==> src/shared/lfds_pkg.sv <==
// Behaviour
// RQ1 - code 1000 starts interval every 2048 periods
// RQ2 - code 1001 starts interval every 4096 periods
// RQ3 - codes 1010 and up: detector always on
// RQ4 - codes 0100-0111: 128 to 1024, doubling
// RQ5 - each interval opens ON window, selected length
// RQ6 - ON is net; 2 ms warm-up precedes; the first start after reset gets none and goes straight from off to ON
// RQ7 - carrier mode: off early when evaluation done
// RQ8 - data mode: hold on until end/error/timeout
// RQ9 - reset clears ON-time field; field readable, writable
// RQ10 - ON code 0000 gives one oscillator cycle
// RQ11 - each higher ON code doubles, up to 1024
package lfds_pkg;

  // clock and oscillator timing
  localparam int MCLK_PERIOD_NS = 4;         // 250 MHz system clock
  localparam int LFO_PERIOD_MS  = 1;         // nominal oscillator period
  localparam int LFO_PERIOD_NS  = LFO_PERIOD_MS * 1000000;
  localparam int LFO_DIV        = LFO_PERIOD_NS / MCLK_PERIOD_NS;
  localparam int STARTUP_MS     = 2;         // detector warm-up time
  // warm-up in oscillator periods, rounded up
  localparam int STARTUP_TICKS_I =
    (STARTUP_MS + LFO_PERIOD_MS - 1) / LFO_PERIOD_MS;

  // field layout
  localparam int SEL_W  = 4;                 // width of both select fields
  localparam int IVAL_W = 13;                // holds up to 4096
  localparam int ON_W   = 11;                // holds up to 1024

  localparam logic [IVAL_W-1:0] STARTUP_TICKS = IVAL_W'(STARTUP_TICKS_I);

  // interval select codes
  localparam logic [SEL_W-1:0]  IVAL_BASE_CODE = 4'h4;
  localparam logic [SEL_W-1:0]  IVAL_TOP_CODE  = 4'h9;
  localparam logic [SEL_W-1:0]  IVAL_CONT_CODE = 4'hA;
  localparam logic [IVAL_W-1:0] IVAL_BASE_LEN  = 13'h0080;
  localparam logic [IVAL_W-1:0] IVAL_TOP_LEN   = 13'h1000;

  // on-time select codes
  localparam logic [SEL_W-1:0]  ON_MAX_CODE    = 4'hA;
  localparam logic [ON_W-1:0]   ON_MAX_LEN     = 11'h400;
  localparam logic [ON_W-1:0]   ON_UNIT_LEN    = 11'h001;

  // reset values
  localparam logic [SEL_W-1:0]  IVAL_RST       = 4'h0;
  localparam logic [SEL_W-1:0]  ON_RST         = 4'h0;

  // both select fields travel together
  typedef struct packed {
    logic [SEL_W-1:0] ival;                  // sample_interval_select
    logic [SEL_W-1:0] on;                    // sample_on_time_select
  } lfds_cfg_t;

  // scheduler states, one-hot
  typedef enum logic [4:0] {
    ST_OFF  = 5'h01,
    ST_WARM = 5'h02,
    ST_ON   = 5'h04,
    ST_HOLD = 5'h08,
    ST_CONT = 5'h10
  } lfds_state_t;

endpackage : lfds_pkg

==> src/rtl/lfds_tick.sv <==
`timescale 1ns/1ps
// divides the system clock into one pulse per oscillator period
module lfds_tick
  import lfds_pkg::*;
#(
  parameter int DIV = LFO_DIV                // system cycles per period
) (
  // clock and reset
  input  wire logic mclk_in,
  input  wire logic rst_in,
  // period pulse
  output logic      tick_out
);

  localparam int CW = $clog2(DIV + 1);
  localparam logic [CW-1:0] LAST = CW'(DIV - 1);

  logic [CW-1:0] cnt_r;                      // cycles within period
  logic [CW-1:0] cnt_nxt;
  logic          tick_r;                     // registered pulse
  logic          tick_nxt;

  //////////////////////////////////////////////////////////////////////
  // next count and pulse at the period end
  always_comb begin
    tick_nxt = 1'b0;
    cnt_nxt  = cnt_r + CW'(1);
    if (cnt_r == LAST) begin
      cnt_nxt  = '0;
      tick_nxt = 1'b1;
    end
  end

  always_ff @(posedge mclk_in or posedge rst_in) begin
    if (rst_in) begin
      cnt_r  <= '0;
      tick_r <= 1'b0;
    end else begin
      cnt_r  <= cnt_nxt;
      tick_r <= tick_nxt;
    end
  end

  assign tick_out = tick_r;

endmodule : lfds_tick

==> src/rtl/lfds_sched.sv <==
`timescale 1ns/1ps
// duty-cycle scheduler for the low-frequency wake-up detector
module lfds_sched
  import lfds_pkg::*;
#(
  parameter int LFO_DIV_P = LFO_DIV          // cycles per oscillator period
) (
  // clock and reset
  input  wire logic       mclk_in,
  input  wire logic       rst_in,
  // configuration write and readback
  input  wire logic       cfg_wr_in,
  input  wire lfds_cfg_t  cfg_in,
  output lfds_cfg_t       cfg_out,
  // receiver mode and events
  input  wire logic       carrier_mode_select_in,
  input  wire logic       carrier_eval_done_in,
  input  wire logic       signal_detected_in,
  input  wire logic       msg_end_in,
  input  wire logic       rx_error_in,
  input  wire logic       rx_timeout_in,
  // detector control
  output logic            det_power_out,
  output logic            sample_window_out,
  output logic            interval_start_out
);

  //////////////////////////////////////////////////////////////////////
  // decoding, used by the interval and window counters

  // interval length in oscillator periods
  function automatic logic [IVAL_W-1:0] ival_len(input logic [SEL_W-1:0] c);
    if (c < IVAL_BASE_CODE)
      return IVAL_BASE_LEN;                  // lower codes lie elsewhere
    else if (c > IVAL_TOP_CODE)
      return IVAL_TOP_LEN;
    else
      return IVAL_W'(IVAL_BASE_LEN << (c - IVAL_BASE_CODE)); // RQ4
  endfunction : ival_len

  // on window length in oscillator periods
  function automatic logic [ON_W-1:0] on_len(input logic [SEL_W-1:0] c);
    if (c > ON_MAX_CODE)
      return ON_MAX_LEN;                     // saturate unused codes
    else
      return ON_W'(ON_UNIT_LEN << c);        // RQ11
  endfunction : on_len

  //////////////////////////////////////////////////////////////////////
  // declarations
  logic                tick;                 // one per oscillator period
  lfds_cfg_t           cfg_r;                // select fields
  lfds_cfg_t           cfg_nxt;
  lfds_state_t         st_r;                 // scheduler state
  lfds_state_t         st_nxt;
  logic [IVAL_W-1:0]   ic_r;                 // periods to next start
  logic [IVAL_W-1:0]   ic_nxt;
  logic [ON_W-1:0]     oc_r;                 // periods left in window
  logic [ON_W-1:0]     oc_nxt;
  logic                start_r;              // interval start pulse
  logic                start;
  logic                cont;                 // continuous mode
  logic                hold_end;             // data frame finished
  lfds_state_t         idle_st;              // where a window falls back

  lfds_tick #(
    .DIV      (LFO_DIV_P)
  ) u_tick (
    .mclk_in  (mclk_in),
    .rst_in   (rst_in),
    .tick_out (tick)
  );

  //////////////////////////////////////////////////////////////////////
  // configuration fields
  always_comb begin
    cfg_nxt = cfg_r;
    if (cfg_wr_in)
      cfg_nxt = cfg_in;                      // RQ9
  end

  always_ff @(posedge mclk_in or posedge rst_in) begin
    if (rst_in)
      cfg_r <= '{ival: IVAL_RST, on: ON_RST}; // RQ9
    else
      cfg_r <= cfg_nxt;
  end

  assign cfg_out = cfg_r;                    // RQ9

  //////////////////////////////////////////////////////////////////////
  // interval and window counters
  assign cont     = (cfg_r.ival >= IVAL_CONT_CODE); // RQ3
  assign hold_end = msg_end_in | rx_error_in | rx_timeout_in;
  // warm-up starts early so the window itself is all sampling time
  assign idle_st  = (ic_nxt < STARTUP_TICKS) ? ST_WARM : ST_OFF; // RQ6

  always_comb begin
    ic_nxt = ic_r;
    oc_nxt = oc_r;
    start  = 1'b0;
    if (cfg_wr_in) begin
      // a new setting restarts the interval from its full length
      ic_nxt = ival_len(cfg_in.ival) - IVAL_W'(1);
    end else if (tick) begin
      if (ic_r == '0) begin
        start  = 1'b1;                       // RQ1 RQ2 RQ4
        ic_nxt = ival_len(cfg_r.ival) - IVAL_W'(1);
        oc_nxt = on_len(cfg_r.on);           // RQ5 RQ10 RQ11
      end else begin
        ic_nxt = ic_r - IVAL_W'(1);
        if (oc_r != '0)
          oc_nxt = oc_r - ON_W'(1);
      end
    end
  end

  //////////////////////////////////////////////////////////////////////
  // scheduler state
  always_comb begin
    st_nxt = st_r;
    if (cfg_wr_in) begin
      st_nxt = ST_OFF;
    end else begin
      unique case (st_r)
        ST_CONT: begin
          if (!cont)
            st_nxt = idle_st;
        end
        ST_OFF, ST_WARM: begin
          if (cont)
            st_nxt = ST_CONT;                // RQ3
          else if (start)
            st_nxt = ST_ON;                  // RQ5
          else if (tick && ic_r == STARTUP_TICKS)
            st_nxt = ST_WARM;                // RQ6
        end
        ST_ON: begin
          if (cont)
            st_nxt = ST_CONT;
          else if (carrier_mode_select_in && carrier_eval_done_in)
            st_nxt = idle_st;                // RQ7
          else if (!carrier_mode_select_in && signal_detected_in)
            st_nxt = ST_HOLD;                // RQ8
          else if (start)
            st_nxt = ST_ON;                  // window overlaps next start
          else if (tick && oc_r == ON_UNIT_LEN)
            st_nxt = idle_st;                // RQ5
        end
        ST_HOLD: begin
          // the message owns the detector; starts are not honoured
          if (cont)
            st_nxt = ST_CONT;
          else if (hold_end)
            st_nxt = idle_st;                // RQ8
        end
        default: st_nxt = ST_OFF;            // illegal one-hot code
      endcase
    end
  end

  always_ff @(posedge mclk_in or posedge rst_in) begin
    if (rst_in) begin
      st_r    <= ST_OFF;
      ic_r    <= '0;
      oc_r    <= '0;
      start_r <= 1'b0;
    end else begin
      st_r    <= st_nxt;
      ic_r    <= ic_nxt;
      oc_r    <= oc_nxt;
      start_r <= start;
    end
  end

  // outputs straight from state flops
  assign det_power_out      = (st_r != ST_OFF);
  assign sample_window_out  = (st_r == ST_ON) || (st_r == ST_HOLD) ||
                              (st_r == ST_CONT);
  assign interval_start_out = start_r;

  //////////////////////////////////////////////////////////////////////
  // checks: spacing helper counts periods between starts
  logic [IVAL_W-1:0] gap_r;                  // ticks since last start
  logic              seen_r;                 // a full interval observed
  logic [SEL_W-1:0]  ival_q_r;               // code at last start

  always_ff @(posedge mclk_in or posedge rst_in) begin
    if (rst_in) begin
      gap_r    <= '0;
      seen_r   <= 1'b0;
      ival_q_r <= '0;
    end else begin
      if (cfg_wr_in) begin
        gap_r  <= '0;
        seen_r <= 1'b0;
      end else if (start) begin
        gap_r    <= '0;
        seen_r   <= 1'b1;
        ival_q_r <= cfg_r.ival;
      end else if (tick) begin
        gap_r <= gap_r + IVAL_W'(1);
      end
    end
  end

  property p_rq1;
    @(posedge mclk_in) disable iff (rst_in)
    start && seen_r && cfg_r.ival == 4'h8 && ival_q_r == 4'h8
      |-> gap_r == 13'h07FF;
  endproperty
  a_rq1: assert property (p_rq1) else $error("interval not 2048"); // RQ1

  property p_rq2;
    @(posedge mclk_in) disable iff (rst_in)
    start && seen_r && cfg_r.ival == 4'h9 && ival_q_r == 4'h9
      |-> gap_r == 13'h0FFF;
  endproperty
  a_rq2: assert property (p_rq2) else $error("interval not 4096"); // RQ2

  property p_rq3;
    @(posedge mclk_in) disable iff (rst_in)
    cont && !cfg_wr_in ##1 cont |-> det_power_out && sample_window_out;
  endproperty
  a_rq3: assert property (p_rq3) else $error("not continuous"); // RQ3

  property p_rq4;
    @(posedge mclk_in) disable iff (rst_in)
    start && seen_r && cfg_r.ival == ival_q_r && cfg_r.ival >= 4'h4
      && cfg_r.ival <= 4'h7
      |-> gap_r == IVAL_W'((13'h0080 << (cfg_r.ival - 4'h4)) - 13'h0001);
  endproperty
  a_rq4: assert property (p_rq4) else $error("bad low interval"); // RQ4

  property p_rq5;
    @(posedge mclk_in) disable iff (rst_in)
    start && !cont && !cfg_wr_in && st_r != ST_HOLD
      && !(st_r == ST_ON && carrier_mode_select_in && carrier_eval_done_in)
      |=> sample_window_out && interval_start_out;
  endproperty
  a_rq5: assert property (p_rq5) else $error("window not opened"); // RQ5

  property p_rq6;
    @(posedge mclk_in) disable iff (rst_in)
    // a start from rest must find the detector already warming
    start && seen_r && !cont && st_r != ST_ON && st_r != ST_HOLD
      |-> st_r == ST_WARM && det_power_out && !sample_window_out;
  endproperty
  a_rq6: assert property (p_rq6) else $error("no warm-up before start"); // RQ6

  property p_rq7;
    @(posedge mclk_in) disable iff (rst_in)
    st_r == ST_ON && carrier_mode_select_in && carrier_eval_done_in
      && !cont && !cfg_wr_in |=> !sample_window_out;
  endproperty
  a_rq7: assert property (p_rq7) else $error("no early off"); // RQ7

  property p_rq8;
    @(posedge mclk_in) disable iff (rst_in)
    st_r == ST_HOLD && !hold_end && !cfg_wr_in |=> sample_window_out;
  endproperty
  a_rq8: assert property (p_rq8) else $error("hold dropped"); // RQ8

  property p_rq9;
    @(posedge mclk_in) disable iff (rst_in)
    cfg_wr_in |=> cfg_out == $past(cfg_in);
  endproperty
  a_rq9: assert property (p_rq9) else $error("field not stored"); // RQ9

  property p_rq10;
    @(posedge mclk_in) disable iff (rst_in)
    start && cfg_r.on == 4'h0 |=> oc_r == 11'h001;
  endproperty
  a_rq10: assert property (p_rq10) else $error("code 0 not 1"); // RQ10

  property p_rq11;
    @(posedge mclk_in) disable iff (rst_in)
    start && cfg_r.on <= 4'hA |=> oc_r == (11'h001 << $past(cfg_r.on));
  endproperty
  a_rq11: assert property (p_rq11) else $error("on length wrong"); // RQ11

  c_early: cover property (@(posedge mclk_in) disable iff (rst_in)
    st_r == ST_ON && carrier_mode_select_in && carrier_eval_done_in
      ##1 (st_r == ST_WARM || st_r == ST_OFF));
  c_hold: cover property (@(posedge mclk_in) disable iff (rst_in)
    st_r == ST_HOLD ##1 st_r != ST_HOLD);
  c_cont: cover property (@(posedge mclk_in) disable iff (rst_in)
    st_r == ST_CONT);

endmodule : lfds_sched

==> config.mk <==
export PLATFORM = sky130hd
export DESIGN_NAME = lfds_sched
export DESIGN_NICKNAME = d
export VERILOG_FILES = /design/src/shared/lfds_pkg.sv /design/src/rtl/lfds_tick.sv /design/src/rtl/lfds_sched.sv
export SDC_FILE = /design/constraint.sdc
export NUM_CORES = 1
export LEC_CHECK = 0
export ABC_AREA = 1
export BUFFER_PORTS_ARGS = -buffer_cell sky130_fd_sc_hd__buf_2
export CAP_MARGIN = 10
export CORE_ASPECT_RATIO = 0.8
export CORE_UTILIZATION = 54
export CTS_CLUSTER_DIAMETER = 40
export DETAILED_ROUTE_END_ITERATION = 8
export HOLD_SLACK_MARGIN = 0.03
export PLACE_DENSITY = 0.83
export SLEW_MARGIN = 30
export SYNTH_ARGS = -nofsm -noshare
export SYNTH_HDL_FRONTEND = slang
export SYNTH_SLANG_ARGS = --single-unit
==> constraint.sdc <==
create_clock -name mclk_in -period 2 [get_ports mclk_in]
set_input_delay 0.2 -clock mclk_in [delete_from_list [all_inputs] [get_ports mclk_in]]
set_output_delay 0.2 -clock mclk_in [all_outputs]
set_load 0.03 [all_outputs]
==> results of run 1 <==
flip-flops by register name, indices dropped and copies added (netlist names):
signal / count
u_tick.cnt_r: 18
ic_r: 13
oc_r: 11
cfg_out: 8
st_r: 5
interval_start_out: 1
u_tick.tick_out: 1
final cells by class:
| type | instances | area share |
|---|---|---|
| Inverter | 93 | 0.0730 |
| Clock buffer | 14 | 0.0374 |
| Clock inverter | 2 | 0.00205 |
| Timing Repair Buffer | 71 | 0.103 |
| Multi-Input combinational cell | 385 | 0.469 |
| Tap cell | 87 | 0.0223 |
| Sequential cell | 57 | 0.293 |
critical path, stage by stage (launching register included):
cell	delay, ns
dfrtp_2	0.45
inv_4	0.10
ha_4	0.14
nand2_2	0.06
nand2_4	0.09
nand2_4	0.09
inv_4	0.09
nor2_4	0.03
nand2_2	0.08
nand3_2	0.10
o21ai_1	0.18
nand3_1	0.10
nand2_1	0.12
nand2_1	0.10
nor2_2	0.13
nand4_1	0.10
nand2_1	0.09
nand2_1	0.05
nand2_1	0.06
power groups by stage:
| stage | Clock [mW] | Sequential [mW] | Combinational, mW |
|---|---|---|---|
| after floorplan | 0 | 1.33 | 0.465 |
| after global placement | 0 | 1.30 | 0.700 |
| after detailed placement | 0 | 1.31 | 0.726 |
| after CTS | 1.06 | 1.29 | 0.786 |
| after global routing | 1.11 | 1.31 | 0.991 |
| final | 1.05 | 1.30 | 0.910 |
logic make-up (layout without fill, tap and decap cells):
family | count (synthesis) | in the layout | share of synthesized area
AO/OA/AOI/OAI | 88 | 88 | 0.131
XOR/XNOR | 9 | 9 | 0.0207
adder cells (fa/ha/maj) | 11 | 11 | 0.0361
buffers and inverters | 103 | 180 | 0.105
flip-flops | 57 | 57 | 0.374
AND/OR/NAND/NOR | 277 | 277 | 0.333
what timing repair did:
action / 4_1_cts / 5_1_grt
hold buffers: 1 / 0
endpoints found under the hold margin: 20 / 0
gates resized for setup: 32 / 48
setup endpoints to repair: 3 / 19
buffers inserted: 6 / 3
pin swaps: 20 / 27
layer usage:
metal | share of wire | vias to the layer above | GRT usage
li1 | - | 1902 | -
met1 | 0.40 | 1920 | 0.365
met4 | 0.046 | 0 | 0.127
met2 | 0.47 | 244 | 0.478
met5 | 0 | - | 0
met3 | 0.080 | 74 | 0.0913
how the worst max path moves through the flow:
stage	cells past startpoint	endpoint	slack, ns	startpoint
2_1_floorplan	19	st_r[1]	0.009	cfg_out[6]
3_3_place_gp	16	st_r[0]	-0.07	cfg_in[6]
3_5_place_dp	17	st_r[1]	-0.16	cfg_in[6]
4_1_cts	19	st_r[1]	-0.11	cfg_out[6]
5_1_grt	17	st_r[1]	-0.39	cfg_out[7]
6_report	18	st_r[1]	-0.24	cfg_out[6]
layout by cell type, fill, tap and decap left out, types with 9 or more instances in the layout:
cell type  Yosys  final
nand2_1      113    101
inv_1         88     80
nor2_1        69     55
dfrtp_1       56     53
buf_4          1     38
o21ai_0       36     33
nand3_1       40     32
buf_2          2     27
a21oi_1       24     21
nor2_2        12     15
clkbuf_8       0     13
nor2_4         1     12
nor3_1        13     10
inv_2          5     10
nand2_2        4      9
metrics by stage:
stage | hold WS, ns | worst slack [ns]
2_1_floorplan | 0.317 | 0.00935
3_3_place_gp | 0.256 | -0.0696
3_5_place_dp | 0.278 | -0.163
4_1_cts | 0.0389 | -0.114
5_1_grt | 0.0463 | -0.389
6_report | 0.0433 | -0.243
==> results.py, run 1 <==
metrics = {
    "worst_setup_path": {
        "reg2reg_slack_ns": -0.24,
        "critical_path_class": "reg -> reg",
        "rr_endpoint": "st_r[1]",
        "worstReg2RegStart": "cfg_out[6]",
        "crit_path_end_kind": "register",
        "worstSetupStartpointType": "register",
        "worstPathRequired_ns": 2.30,
        "arrival_ns": 2.54,
        "crit_fanout": 4,
        "ff2ff_path_depth": 18,
    },
    "sta": {
        "hold_viol": 0,
        "fmax_mhz": 446,
        "layout_setup_ws_ns": -0.243,
        "worstMarginPinSlew_ns": 0.540,
        "fin_crit_ns": 2.24,
        "setup_tns_ns": -0.553,
        "skew_ns": 0.00546,
        "maxSlewViolCount": 0,
        "setup_viol": 4,
        "fin_crit_sh": 1.12,
        "rsz0062_at_grt": "true",
        "maxSlewHeadroom": 0.639,
    },
    "pwr": {
        "p_total_mw": 3.26,
        "power.density_mw_per_mm2": 668,
        "p_int_mw": 2.14,
        "p_leak_nw": 2.35,
        "max-vdd-ir-drop_v": 0.000515,
        "p_sw_mw": 1.12,
        "p_sw_frac": 0.343,
        "seqPwrFrac": 0.400,
        "comb_power_share": 0.279,
        "p_clk_frac": 0.321,
    },
    "placed_design": {
        "post-place-cells": 684,
        "routabilityCongestion": 0.945,
        "postPlaceCellArea_mm2": 0.00431,
        "numPortBuffers": 27,
        "place_hpwl_mm": 6.95,
    },
    "clock_network": {
        "cts_root_buffer": "clkbuf_8",
        "clkSinkCount": 57,
        "cts_made_buffers": 9,
        "cts_tree": "done",
        "insertion_delay_ns": 0.36,
        "clkTransAtPathRegs_ns": 0.07,
        "htreeDepth": 3,
        "clock_path_buffers": 2,
    },
    "run": {
        "maxCapViolCount": 0,
    },
    "grt": {
        "antenna_found_initial": 0,
        "grt-ovfl-total": 0,
        "grtUsageTotal": 0.297,
        "grt_pass1_vias": 3801,
        "grt_max_degree": 37,
        "grt_pass1_wl_mm": 16.9,
    },
    "synthesis": {
        "syn_avg_cell_area_um2": 7.00,
        "async_flop_share": 1.00,
        "syn_inst": 545,
        "yosys.area.top_type": "dfrtp_1",
        "synth_edf_count": 0,
        "netlist_area_mm2": 0.00382,
        "synth_cell_types": 47,
        "syn-num-nets": 573,
        "netlist_top_cells_area": "dfrtp_1 37%, nand2_1 11%, inv_1 8.7%",
        "ys_seq_area_frac": 0.374,
        "synth_seq_cells": 57,
        "synth_top_cells_by_count": "113 x nand2_1, 88 x inv_1, 69 x nor2_1",
        "synth_top_area_share": 0.367,
        "ys.flop_type": "dfrtp_1",
        "synth.most_common_cell": "nand2_1",
        "yosys_warnings": 0,
    },
    "finish": {
        "fin_util": 0.712,
        "final_area_mm2": 0.00488,
        "insertedDiodeCount": 0,
        "drive_gt1_frac": 0.286,
        "nets": 645,
        "multi_input_comb_area_mm2": 0.00229,
        "fillers": 502,
        "seq_area_mm2": 0.00143,
        "synthToLayoutAreaGrowth_pct": 27.9,
        "final_cells": 709,
    },
    "worst_hold_path": {
        "hold_class": "in -> reg",
        "hp-start": "cfg_in[3]",
        "hold_depth": 3,
        "holdPathEnd": "cfg_out[3]",
    },
    "run_status": {
        "violations": "negative setup slack",
        "status": "complete, but fails checks",
    },
    "drt": {
        "antenna_left": 0,
        "drc": 0,
        "drt-initial-drc-count": 402,
        "dr_total_vias": 4140,
        "vias_per_cell": 5.84,
        "wl_per_cell_um": 15.8,
        "finalWirelength_mm": 11.2,
        "drt_pass1_iterations": 6,
    },
    "die": {
        "io_pins": 28,
        "fp.dieH_um": 77.2,
        "initial_core_util": 0.557,
        "core_mm2": 0.00686,
        "die_w_um": 96.0,
        "die_area_mm2": 0.00741,
        "num_rows": 27,
    },
}
Note: power is estimated with default switching activity, not from simulation.
==> run 2: changes to the inputs <==
--- a/config.mk
+++ b/config.mk
@@ -13,7 +13,7 @@
 export CTS_CLUSTER_DIAMETER = 40
 export DETAILED_ROUTE_END_ITERATION = 8
 export HOLD_SLACK_MARGIN = 0.03
-export PLACE_DENSITY = 0.83
+export PLACE_DENSITY = 0.8
 export SLEW_MARGIN = 30
 export SYNTH_ARGS = -nofsm -noshare
 export SYNTH_HDL_FRONTEND = slang
==> constraint.sdc (replaced) <==
create_clock -name mclk_in -period 2.6 [get_ports mclk_in]
set_input_delay 0.26 -clock mclk_in [delete_from_list [all_inputs] [get_ports mclk_in]]
set_output_delay 0.26 -clock mclk_in [all_outputs]
set_load 0.03 [all_outputs]
==> results.py, run 2 (same netlist as run 1, synthesis figures left out) <==
metrics = {
    "pwr": {
        "p_sw_frac": 0.336,
        "comb_power_share": 0.218,
        "p_int_mw": 1.56,
        "seqPwrFrac": 0.424,
        "p_clk_frac": 0.358,
        "max-vdd-ir-drop_v": 0.000319,
        "p_leak_nw": 2.08,
        "power.density_mw_per_mm2": 553,
        "p_sw_uw": 790,
    },
    "worst_setup_path": {
        "cp-endpoint": "st_r[1]",
        "worstReg2RegStart": "cfg_out[6]",
        "rr_endpoint": "st_r[1]",
        "crit_fanout": 6,
        "cpMostUsedCell": "nand2_1",
        "reg2reg_slack_ns": 0.31,
        "arrival_ns": 2.53,
        "critical_path_class": "reg -> reg",
        "ff2ff_path_depth": 19,
        "cp_slowest_cell": "dfrtp_2",
        "crit_path_end_kind": "register",
        "worstPathRequired_ns": 2.84,
        "slowest_delay_ns": 0.45,
        "crit_chain": "inv_2 > ha_1 > nand2_1 > nand2_1 > nand2_1 > nand2_1 > nor2_1 > nor2_1 > nand2_2 > nor2_2 > nand2_1 > nand2_1 > nand3_1 > nand2_1 > nand2_1 > nand4_1 > nand2_1 > nand2_1 > nand2_1",
        "setup.worst_path.start": "cfg_out[6]",
        "worstSetupStartpointType": "register",
    },
    "die": {
        "io_pins": 28,
        "die_area_mm2": 0.00741,
        "fp.dieH_um": 77.2,
        "core_mm2": 0.00686,
        "die_w_um": 96.0,
        "initial_core_util": 0.557,
        "num_rows": 27,
    },
    "sta": {
        "fin_crit_ns": 2.29,
        "maxSlewViolCount": 0,
        "layout_setup_ws_ns": 0.309,
        "worstMarginPinSlew_ns": 0.770,
        "rsz0062_at_grt": "false",
        "skew_ns": 0.0118,
        "fin_crit_sh": 0.881,
        "fmax_mhz": 437,
        "setup_tns_ns": 0,
        "setup_viol": 0,
        "maxSlewHeadroom": 0.486,
        "hold_viol": 0,
    },
    "grt": {
        "grt-ovfl-total": 0,
        "antenna_found_initial": 0,
        "grtUsageTotal": 0.264,
        "grt_max_degree": 39,
        "grt_pass1_vias": 3409,
        "grt_pass1_wl_mm": 15.2,
    },
    "drt": {
        "wl_per_cell_um": 13.3,
        "antenna_left": 0,
        "drt_pass1_iterations": 6,
        "drc": 0,
        "vias_per_cell": 5.44,
        "finalWirelength_mm": 8.92,
        "dr_total_vias": 3648,
        "drt-initial-drc-count": 246,
    },
    "finish": {
        "layout_commonest_cell": "nand2_1",
        "fillers": 608,
        "seq_area_mm2": 0.00143,
        "top_register": "u_tick.cnt_r",
        "multi_input_comb_area_mm2": 0.00199,
        "insertedDiodeCount": 0,
        "drive_gt1_frac": 0.149,
        "reg.largest.list": "u_tick.cnt_r: 18 flops, ic_r: 13 flops, oc_r: 11 flops",
        "synthToLayoutAreaGrowth_pct": 11.4,
        "layout_common_cells": "113 x nand2_1, 86 x inv_1, 69 x nor2_1",
        "nets": 607,
        "largest_reg_flops": 18,
    },
    "placed_design": {
        "numPortBuffers": 27,
        "routabilityCongestion": 0.928,
        "pre_cts_ws_ns": 0.229,
        "place_hpwl_mm": 6.67,
    },
    "run": {
        "maxCapViolCount": 0,
    },
    "clock_network": {
        "clkTransAtPathRegs_ns": 0.07,
        "clkSinkCount": 57,
        "htreeDepth": 3,
        "cts_root_buffer": "clkbuf_8",
        "clock_path_buffers": 2,
        "ctsResizeCount": 0,
        "cts_tree": "done",
        "insertion_delay_ns": 0.35,
        "cts_made_buffers": 9,
        "hold_buffers": 0,
        "cts_setup_buffers": 0,
    },
    "run_status": {
        "status": "finished clean",
    },
    "worst_hold_path": {
        "hold_class": "in -> async",
    },
}
## run 2: changes by cell type in the layout (fill, tap and decap cells not counted), sizes merged
cell	before	now
clkinvlp	0	2
bufinv	0	1
dlygate4sd3	1	0
clkbuf	14	11
buf	70	33
## run 2: power by group through the flow
| stage | clock network [mW] | logic [mW] | registers (mW) |
|---|---|---|---|
| final | 0.842 | 0.514 | 0.998 |
| after global routing | 0.885 | 0.572 | 1.00 |
| after CTS | 0.854 | 0.506 | 0.996 |
| after detailed placement | 0 | 0.502 | 1.01 |
| after global placement | 0 | 0.485 | 1.01 |
| after floorplan | 0 | 0.350 | 1.02 |
## run 2: worst min-delay path by stage
stage               cells after the start  slack (ns)          to
finish                                  2        0.06  cfg_out[0]
global route                            3        0.14  cfg_out[0]
CTS                                     2        0.09  cfg_out[7]
detailed placement                      2        0.45  cfg_out[2]
global placement                        2        0.45  cfg_out[0]
floorplan                               2        0.38  cfg_out[3]
## run 2: per-stage QoR
| stage | power [mW] | utilization | std cells | area (µm²) | hold WS (ns) |
|---|---|---|---|---|---|
| 4_1_cts | 2.36 | 0.620 | 671 | 4250 | 0.0854 |
| 2_1_floorplan | 1.37 | - | 545 | 3820 | 0.377 |
| 5_1_grt | 2.46 | 0.620 | 671 | 4250 | 0.137 |
| 3_5_place_dp | 1.51 | 0.591 | 655 | 4060 | 0.449 |
| 6_report | 2.35 | 0.620 | 671 | 4250 | 0.0571 |
| 3_3_place_gp | 1.49 | 0.591 | 655 | 4060 | 0.447 |
## run 2: metal layers
metal | part of all wire | GRT usage | up-vias
met1 | 0.47 | 0.358 | 1679
met5 | 0 | 0 | -
met4 | 0.013 | 0.0836 | 0
met3 | 0.062 | 0.0744 | 14
met2 | 0.46 | 0.406 | 127
li1 | - | - | 1828
## run 2: layout make-up
class,count,area share
clock buffer,11,0.0332
multi-input combinational,385,0.468
sequential,57,0.336
tap,87,0.0256
timing repair buffer,33,0.0424
inverter,93,0.0821
clock inverter,5,0.0129
## run 2: critical path: cells and delay by family, from the launching register on
| kind | cells | cell delay (ns) |
|---|---|---|
| fa+ha+maj | 1 | 0.17 |
| flops | 1 | 0.45 |
| buf+inv | 1 | 0.11 |
| simple gates | 17 | 1.46 |
